### src/verilog/ifw_pkg.sv
// ifw_pkg: shared constants and carriers for the interrupt flag and wake block
// assumes: one system clock, registers reached over a plain strobe port
package ifw_pkg;

  // register indices (the bus address is the index itself)
  localparam logic [3:0] ADDR_CTRL     = 4'h0;  // interrupt_control_reg
  localparam logic [3:0] ADDR_PFLAG    = 4'h1;  // peripheral_flag_reg_two
  localparam logic [3:0] ADDR_PEN      = 4'h2;  // peripheral_enable_reg_two
  localparam logic [3:0] ADDR_PINEN    = 4'h3;  // per_pin_change_enable
  localparam logic [3:0] ADDR_OPT      = 4'h4;  // option: edge polarity
  localparam logic [3:0] ADDR_CORE     = 4'h5;  // core status: sleep, vector

  // interrupt_control_reg bit positions
  localparam int B_PORT_FLAG  = 0;
  localparam int B_EXT_FLAG   = 1;
  localparam int B_TMR_FLAG   = 2;
  localparam int B_PORT_EN    = 3;
  localparam int B_EXT_EN     = 4;
  localparam int B_TMR_EN     = 5;
  localparam int B_PERIPH_EN  = 6;
  localparam int B_GLOBAL_EN  = 7;

  // comparator count and option bit
  localparam int N_CMP        = 2;
  localparam int B_EDGE_POL   = 0;

  // reset values, timer top count and interrupt vector address
  localparam logic [7:0] CTRL_RST   = 8'h00;
  localparam logic [7:0] PINEN_RST  = 8'h00;
  localparam logic [7:0] OPT_RST    = 8'h01;  // rising edge after reset
  localparam logic [7:0] TMR_MAX    = 8'hff;
  localparam logic [12:0] IRQ_VECTOR = 13'h0004;

  // register bus request carrier
  typedef struct packed {
    logic [3:0] addr;
    logic [7:0] wdata;
    logic       wr;
    logic       rd;
  } ifw_bus_s;

  // core sequencing state
  typedef enum logic [1:0] {
    ST_RUN    = 2'b00,
    ST_SLEEP  = 2'b01,
    ST_POST   = 2'b10,   // one in-line instruction after wake
    ST_VECTOR = 2'b11
  } ifw_core_e;

endpackage

### src/verilog/ifw_irq_wake.sv
// ifw_irq_wake: interrupt flags, enables, request and sleep wake for the core
// assumes: all inputs synchronous to i_sys_clk; core pulses sleep, retire, return
//
// Overview of operation
// - polarity bit picks rising or falling edge
// - valid external edge sets external flag
// - external enable gates external request
// - flags stay set until software clears
// - external edge wakes only if enabled before
// - vector 0004h after wake only if global
// - timer FFh to 00h sets overflow flag
// - overflow enable gates overflow request
// - enabled port pin change sets change flag
// - port change enable gates change request
// - per-pin enable selects change-detect pins
// - change during port read may be lost
// - comparator change during read may be lost
// - comparator wake needs its and peripheral enable
// - instruction after sleep runs before vector
// - comparator wake enters handler if global set
`timescale 1ns/1ps
module ifw_irq_wake (
  input  wire logic                     i_sys_clk,
  input  wire logic                     i_rst,
  input  wire logic [3:0]               i_addr,
  input  wire logic [7:0]               i_wdata,
  input  wire logic                     i_wr,
  input  wire logic                     i_rd,
  input  wire logic                     i_ext_pin,       // external_interrupt_pin
  input  wire logic [7:0]               i_port_b_pins,
  input  wire logic [7:0]               i_timer_count,   // eight_bit_timer_count
  input  wire logic [ifw_pkg::N_CMP-1:0] i_cmp_out,
  input  wire logic                     i_sleep,         // core executes sleep
  input  wire logic                     i_retire,        // core retired one instruction
  input  wire logic                     i_retfie,        // return from interrupt
  output logic      [7:0]               o_rdata,
  output logic                          o_irq,
  output logic                          o_wake,
  output logic                          o_vector_take,
  output logic      [12:0]              o_vector_addr
);

  ////////////////////////////////////////////////////////////////////////////
  // state carrier
  typedef struct packed {
    logic [7:0]                ctrl;      // interrupt_control_reg
    logic [ifw_pkg::N_CMP-1:0] pflag;     // comparator_irq_flag bits
    logic [ifw_pkg::N_CMP-1:0] pen;       // comparator_irq_enable bits
    logic [7:0]                pinen;     // per_pin_change_enable
    logic [7:0]                opt;       // ext_edge_polarity lives here
    logic                      ext_q;     // last external pin level
    logic [7:0]                port_q;    // last port level
    logic [7:0]                tmr_q;     // last timer count
    logic [ifw_pkg::N_CMP-1:0] cmp_q;     // last comparator outputs
    logic                      ext_armed; // external enable held at sleep entry
    ifw_pkg::ifw_core_e        core;
    logic [7:0]                rdata;
    logic                      irq;
    logic                      wake;
    logic                      vec;
  } ifw_state_s;

  ifw_state_s st;       // registered state
  ifw_state_s next_st;  // next state

  ifw_pkg::ifw_bus_s bus;  // bus request bundle
  assign bus = '{addr: i_addr, wdata: i_wdata, wr: i_wr, rd: i_rd};

  // register hit decode, used by writes and the flag check; reads decode by case
  function automatic logic hit(input ifw_pkg::ifw_bus_s b, input logic [3:0] a);
    hit = b.addr == a;
  endfunction

  ////////////////////////////////////////////////////////////////////////////
  // event detection
  logic       ext_edge;      // qualified external edge
  logic       tmr_wrap;      // timer rolled over
  logic       port_chg;      // enabled port pin changed
  logic [ifw_pkg::N_CMP-1:0] cmp_chg;  // comparator output changed
  logic       periph_req;    // peripheral sources pending and enabled
  logic       req;           // full request
  logic       wake_src;      // source able to wake

  always_comb begin
    // polarity bit high selects rising, low selects falling
    ext_edge = st.opt[ifw_pkg::B_EDGE_POL] ? (i_ext_pin & ~st.ext_q)
                                           : (~i_ext_pin & st.ext_q);
    tmr_wrap = (st.tmr_q == ifw_pkg::TMR_MAX) && (i_timer_count == 8'h00);
    // only selected pins count; a change on the read edge is still caught here,
    // which the looser documented behaviour permits
    port_chg = |((i_port_b_pins ^ st.port_q) & st.pinen);
    cmp_chg  = i_cmp_out ^ st.cmp_q;
    periph_req = st.ctrl[ifw_pkg::B_PERIPH_EN] & |(st.pflag & st.pen);
    wake_src = (st.ctrl[ifw_pkg::B_EXT_FLAG] & st.ext_armed)
             | (st.ctrl[ifw_pkg::B_TMR_FLAG] & st.ctrl[ifw_pkg::B_TMR_EN])
             | (st.ctrl[ifw_pkg::B_PORT_FLAG] & st.ctrl[ifw_pkg::B_PORT_EN])
             | periph_req;
    req = st.ctrl[ifw_pkg::B_GLOBAL_EN] & (
            (st.ctrl[ifw_pkg::B_EXT_FLAG]  & st.ctrl[ifw_pkg::B_EXT_EN])
          | (st.ctrl[ifw_pkg::B_TMR_FLAG]  & st.ctrl[ifw_pkg::B_TMR_EN])
          | (st.ctrl[ifw_pkg::B_PORT_FLAG] & st.ctrl[ifw_pkg::B_PORT_EN])
          | periph_req);
  end

  ////////////////////////////////////////////////////////////////////////////
  // next-state logic: software writes first, hardware sets win over clears
  always_comb begin
    next_st        = st;
    next_st.ext_q  = i_ext_pin;
    next_st.port_q = i_port_b_pins;
    next_st.tmr_q  = i_timer_count;
    next_st.cmp_q  = i_cmp_out;
    next_st.vec    = 1'b0;
    next_st.rdata  = 8'h00;

    // register writes
    if (bus.wr) begin
      if (hit(bus, ifw_pkg::ADDR_CTRL))  next_st.ctrl  = bus.wdata;
      if (hit(bus, ifw_pkg::ADDR_PFLAG)) next_st.pflag = bus.wdata[ifw_pkg::N_CMP-1:0];
      if (hit(bus, ifw_pkg::ADDR_PEN))   next_st.pen   = bus.wdata[ifw_pkg::N_CMP-1:0];
      if (hit(bus, ifw_pkg::ADDR_PINEN)) next_st.pinen = bus.wdata;
      if (hit(bus, ifw_pkg::ADDR_OPT))   next_st.opt   = bus.wdata;
    end

    // sticky sets, applied after writes so an event is never lost
    if (ext_edge) next_st.ctrl[ifw_pkg::B_EXT_FLAG]  = 1'b1;
    if (tmr_wrap) next_st.ctrl[ifw_pkg::B_TMR_FLAG]  = 1'b1;
    if (port_chg) next_st.ctrl[ifw_pkg::B_PORT_FLAG] = 1'b1;
    next_st.pflag = next_st.pflag | cmp_chg;

    // register reads, data appear the next cycle
    if (bus.rd) begin
      case (bus.addr)
        ifw_pkg::ADDR_CTRL:  next_st.rdata = st.ctrl;
        ifw_pkg::ADDR_PFLAG: next_st.rdata = {6'h00, st.pflag};
        ifw_pkg::ADDR_PEN:   next_st.rdata = {6'h00, st.pen};
        ifw_pkg::ADDR_PINEN: next_st.rdata = st.pinen;
        ifw_pkg::ADDR_OPT:   next_st.rdata = st.opt;
        ifw_pkg::ADDR_CORE:  next_st.rdata = {6'h00, st.core};
        default:             next_st.rdata = 8'h00;  // unmapped reads as zero
      endcase
    end

    // core sequencing
    next_st.wake = 1'b0;
    case (st.core)
      ifw_pkg::ST_RUN: begin
        if (req) begin
          next_st.core = ifw_pkg::ST_VECTOR;
        end else if (i_sleep) begin
          // latch the enable as it stood when sleep began
          next_st.ext_armed = st.ctrl[ifw_pkg::B_EXT_EN];
          next_st.core      = ifw_pkg::ST_SLEEP;
        end
      end
      ifw_pkg::ST_SLEEP: begin
        if (wake_src) begin
          next_st.wake = 1'b1;
          next_st.core = ifw_pkg::ST_POST;
        end
      end
      ifw_pkg::ST_POST: begin
        // instruction after sleep retires, then branch only if global is set
        if (i_retire)
          next_st.core = req ? ifw_pkg::ST_VECTOR : ifw_pkg::ST_RUN;
      end
      ifw_pkg::ST_VECTOR: begin
        next_st.vec = 1'b1;
        next_st.ctrl[ifw_pkg::B_GLOBAL_EN] = 1'b0;
        next_st.core = ifw_pkg::ST_RUN;
      end
      default: next_st.core = ifw_pkg::ST_RUN;
    endcase
    if (st.core != ifw_pkg::ST_SLEEP)
      next_st.ext_armed = next_st.core == ifw_pkg::ST_SLEEP ? next_st.ext_armed : 1'b0;

    // return from interrupt restores the global enable
    if (i_retfie) next_st.ctrl[ifw_pkg::B_GLOBAL_EN] = 1'b1;

    // request output holds off while the core is asleep or being vectored
    next_st.irq = req & (next_st.core == ifw_pkg::ST_RUN);
  end

  ////////////////////////////////////////////////////////////////////////////
  // state register, reset to constants only
  always_ff @(posedge i_sys_clk or posedge i_rst) begin
    if (i_rst) begin
      st       <= '0;
      st.ctrl  <= ifw_pkg::CTRL_RST;
      st.pinen <= ifw_pkg::PINEN_RST;
      st.opt   <= ifw_pkg::OPT_RST;
      st.core  <= ifw_pkg::ST_RUN;
    end else begin
      st <= next_st;
    end
  end

  // outputs straight from flip-flops, except the constant vector address
  assign o_rdata       = st.rdata;
  assign o_irq         = st.irq;
  assign o_wake        = st.wake;
  assign o_vector_take = st.vec;
  assign o_vector_addr = ifw_pkg::IRQ_VECTOR;
endmodule // ifw_irq_wake

### config.mk
export PLATFORM = sky130hd
export DESIGN_NAME = ifw_irq_wake
export DESIGN_NICKNAME = d
export VERILOG_FILES = /design/src/verilog/ifw_pkg.sv /design/src/verilog/ifw_irq_wake.sv
export SDC_FILE = /design/constraint.sdc
export NUM_CORES = 1
export LEC_CHECK = 0
export BUFFER_PORTS_ARGS = -buffer_cell sky130_fd_sc_hd__buf_2
export CAP_MARGIN = 15
export CORE_MARGIN = 3
export CORE_UTILIZATION = 48
export CTS_CLUSTER_DIAMETER = 60
export DETAILED_ROUTE_END_ITERATION = 12
export HOLD_SLACK_MARGIN = 0.06
export MAX_ROUTING_LAYER = met4
export PLACE_DENSITY = 0.78
export RECOVER_POWER = 25
export SLEW_MARGIN = 20
export SYNTH_ARGS = -nofsm -noshare
export SYNTH_HDL_FRONTEND = slang
export SYNTH_SLANG_ARGS = --single-unit
### constraint.sdc
create_clock -name i_sys_clk -period 1.7 [get_ports i_sys_clk]
set_input_delay 0.17 -clock i_sys_clk [delete_from_list [all_inputs] [get_ports i_sys_clk]]
set_output_delay 0.17 -clock i_sys_clk [all_outputs]
set_load 0.01 [all_outputs]
# Yosys cells after proc, flatten, opt, wreduce, memory -nomap -nowiden
# Index checks and enable logic that the tools add are counted.
[word_totals] ram_bits=0 latch_bits=0 mem_bits_ro=0 n_memories=0 word_cells=102 reg_bits=61 output_inout_bits=24 input_bits=38
[op_classes] mux=27 n_mul=0 eq_ne=11 div=0 n_reduce_logical=23 n_lt_le_gt_ge=0 addsub=0 n_bitwise=22 n_shift=0
[ops] operator="one-hot mux 8 bit (6 select lines)" count=1
[ops] operator="2-to-1 mux 8 bit" count=4
[ops] operator="2-to-1 mux 28 bit" count=1
[ops] operator="AND reduction 2 bit" count=8
[ops] operator="2-to-1 mux 1 bit" count=13
[ops] operator="2-to-1 mux 2 bit" count=6
[ops] operator="nonzero test 2 bit" count=6
[ops] operator="bitwise AND 1 bit" count=9
[ops] operator="bitwise AND 8 bit" count=1
[ops] operator="== test 4 x 2 -> 1 bit, second input constant" count=2
[ops] operator="== test 4 x 3 -> 1 bit, second input constant" count=2
[ops] operator="== test 8 bit, second input constant" count=1
[ops] operator="logical NOT 8 bit" count=1
[ops] operator="one-hot mux 2 bit (4 select lines)" count=1
[ops] operator="OR reduction 8 bit" count=1
[ops] operator="bitwise XOR 8 bit" count=1
[ops] operator="OR 1 bit" count=6
[ops] operator="nonzero test 3 bit" count=2
[ops] operator="== test 2 x 1 -> 1 bit, second input constant" count=2
[ops] operator="== test 2 bit, second input constant" count=2
[ops] operator="== test 4 x 1 -> 1 bit, second input constant" count=1
[ops] operator="logical NOT 2 bit" count=2
[ops] operator="logical NOT 4 bit" count=1
[ops] operator="2-to-1 mux 3 bit" count=1
[ops] operator="7 further kinds" count=8

# Logic depth before layout (Yosys ltp)
[logic_depth] word_depth=11 ltp_mapped=6 ltp_nobuf=4

# Worst setup path after synthesis
# OpenSTA, ideal clock, no wires.
[synth_path] path_type="input to register" from="in i_addr[1]" to="reg st[56] (netlist bit)" n_path_buf=1 slack_ns=0.342 setup_time_ns=0.125 cell_stages=4 arrival_ns=1.233 required_ns=1.575 cell_sequence="buf_2 nor4_4 nand2_4 mux2_4"
[synth_between] elab_chain_len=2
[synth_lines] element="from (decl)" line="ifw_irq_wake.sv:25" source="input wire logic [3:0] i_addr,"
[synth_lines] element="logical NOT 4 bit" line="ifw_irq_wake.sv:71" source="hit = b.addr == a;"
[synth_lines] element="AND reduction 2 bit (no source line)"
[synth_lines] element="to (signal assigned)" line="ifw_irq_wake.sv:194" source="st <= next_st;"
[synth_lines] element="to (decl)" line="ifw_irq_wake.sv:63" source="ifw_state_s st;"
# Every way passes these cells.
# A chain may end at the register's enable or synchronous reset.

==> reports/qor.yml <==
sta:
  tightest_slew_ps: 888
  hold_violations: 0
  grt_setup_unrepaired: "no"
  drv_slew: 0
  fin_ws_ps: 267
  finalSetupViolations: 0
  tns_ps: 0
  period_minus_slack_ps: 1430
  finalCritPeriodShare: 0.843
  relSlewSlack: 0.408
  clock.fmax_mhz: 698
  skew_ps: 10.2
synth:
  synthCells: 210
  synth_area_mm2: 0.00274
  synth.yosys.seq_area_share: 0.558
  ys_seq_elements: 61
  synth_ff_type: "dfrtp_1"
  yosys_warnings: 0
  synth_top_area_share: 0.549
  ys_top_cells_by_area: "dfrtp_1, mux2_2, buf_4"
  synth_cell_types: 46
  avgSynthCellArea_um2: 13.0
  yosysTopAreaCell: "dfrtp_1"
  synth_edf_count: 0
  async_reset_ff_frac: 1.00
worst_setup_path:
  path_buf_inv: 0
  worstReg2RegEnd: "st[11]$_DFF_PP0_"
  arrival_ps: 1640
  crit_type: "register to register"
  crit_end: "st[11]$_DFF_PP0_"
  end_kind: "register"
  cpMaxStageDelayCell: "dfrtp_1"
  crit_path_start: "st[52]$_DFF_PP0_"
  worst_setup_path_start_kind: "register"
  ff2ff_setup_slack_ps: 270
  reg2reg_depth: 4
  critical_path_required_ps: 1910
  crit_family: "compound AO/OA/AOI/OAI gates"
  cp.depth: 4
  crit_fanout: 5
  crit_chain: "a22oi_1, o21ai_1, o21ai_0, o311ai_0"
  reg2reg_from: "st[52]$_DFF_PP0_"
  cpPeakStageDelay_ps: 380
drt:
  routed_wl_um: 5330
  drtAntennaViolNets: 0
  drc: 0
  drtPass1Iterations: 4
  drt-vias-per-instance: 5.11
  vias: 1810
  wl_per_cell_um: 15.1
  drt_iter0_drc: 124
floorplan:
  boundaryPins: 62
  die_width_um: 81.5
  die-area_mm2: 0.00664
  initial_core_util: 0.516
  placementRows: 26
  core_area_mm2: 0.00530
  die_h_um: 81.5
layout:
  drive_gt1_frac: 0.278
  antenna_cells: 0
  multi_input_area_mm2: 0.00104
  finalNetCount: 317
  seqCellArea_mm2: 0.00153
  postLayoutCellArea_mm2: 0.00333
  fillers: 444
  stdcell_count: 354
  area_growth_pct: 21.9
global_routing:
  grt_pass1_vias: 1801
  antenna_found_initial: 0
  overflow: 0
  grtUsageTotal: 0.185
  grt_max_degree: 23
  grt_pass1_wl_um: 8760
clock_network:
  cts-root-buf: "clkbuf_8"
  cts.htree.levels: 3
  cts_made_buffers: 9
  cts_tree: "done"
  cts_sinks: 61
  clk_latency_ps: 330
  cts_buffer_depth: 2
  clkTransAtPathRegs_ps: 60
  post_cts_buffers: 0
status:
  outcome: "complete, no violations"
placed_design:
  place_area_mm2: 0.00297
  gp_congestion: 0.793
  dp_hpwl_um: 3790
  io_buffer_count: 48
  dp_cells: 317
  place_worst_setup_slack_ps: 155
power:
  powerDensity_mw_per_mm2: 1100
  power_leakage_nw: 1.55
  ir_worst_vdd_mv: 0.537
job:
  maxCapViolCount: 0
hold_path:
  hp-class: "input pin to register"
cell families (layout without fill, tap and decap cells):
kind of cell    after synthesis  after routing  synth area share
compound gates               29             29            0.0823
xor+xnor                     10             10            0.0320
flops                        61             61             0.558
mux                          33             33             0.145
other cells                   2             13           0.00274
buf+inv                      30             93            0.0750
simple gates                 45             45             0.104
power breakdown:
group	switching, mW	internal (mW)
registers	0.180	1.68
logic	0.312	0.371
clock network	0.533	0.601
worst min path at each step:
stage	start	endpoint	slack, ps	cells after the start
final	i_wdata[2]	st[55]$_DFFE_PP0P_	100	3
after floorplan	i_cmp_out[0]	st[14]$_DFF_PP0_	200	0
after global routing	i_wdata[3]	st[56]$_DFFE_PP0P_	90	2
after CTS	i_wdata[2]	st[55]$_DFFE_PP0P_	80	3
after detailed placement	i_rst	o_rdata[4]$_DFF_PP0_	220	2
after global placement	i_rst	o_rdata[4]$_DFF_PP0_	220	2
layout by cell type (no fill, tap or decap), types with 9 or more instances in the layout:
master,n
nor2_1,14
dlygate4sd3_1,21
dfrtp_1,60
mux2i_1,9
conb_1,13
clkbuf_1,20
buf_2,29
clkbuf_8,11
mux2_2,18
per-stage QoR:
step / hold WS, ps / power [mW] / utilization
after floorplan: 201 / 2.33 / -
after global routing: 89.5 / 3.88 / 0.629
after global placement: 220 / 2.51 / 0.560
after CTS: 80.2 / 3.71 / 0.633
final: 105 / 3.68 / 0.629
after detailed placement: 224 / 2.53 / 0.560
layout make-up:
type                    count  area share
clock buffers              12      0.0465
clock inverters             4     0.00675
inverters                   4     0.00450
multi-input cells         130       0.313
flip-flops and latches     61       0.458
well taps                  70      0.0263
repair buffers             73       0.144
registers in the layout (all words and copies together) (netlist names):
signal / cells
st: 50
o_rdata: 8
o_irq: 1
o_vector_take: 1
o_wake: 1
repair_timing:
item                                    in CTS  in global routing
endpoints found under the setup margin       0                  1
endpoints found under the hold margin       40                  0
hold buffers                                21                  0
gates resized for setup                      0                  1
routing by layer:
layer	share of wire	vias to the layer above	GRT usage
met4	0.018	0	0.0726
met3	0.062	8	0.0625
met5	0	-	-
li1	-	850	-
met1	0.45	881	0.243
met2	0.47	71	0.264
tightest hold or removal path, delay by kind of cell:
| family | cells | cell delay (ps) |
|---|---|---|
| buffers and inverters | 1 | 120 |
| AND/OR/NAND/NOR | 2 | 100 |
synthesized netlist by cell type, types with 3 or more instances:
master and n:
xor2_1 8, mux2_4 4, a22oi_1 8, nand3b_1 4
inv_1 4, nor2_1 14, dfrtp_1 60, a2bb2oi_1 6
o21ai_0 3, mux2_2 18, nand3_1 3, buf_4 22
mux2i_1 9, nand2_1 5
Power figures use the tool's default switching activity.
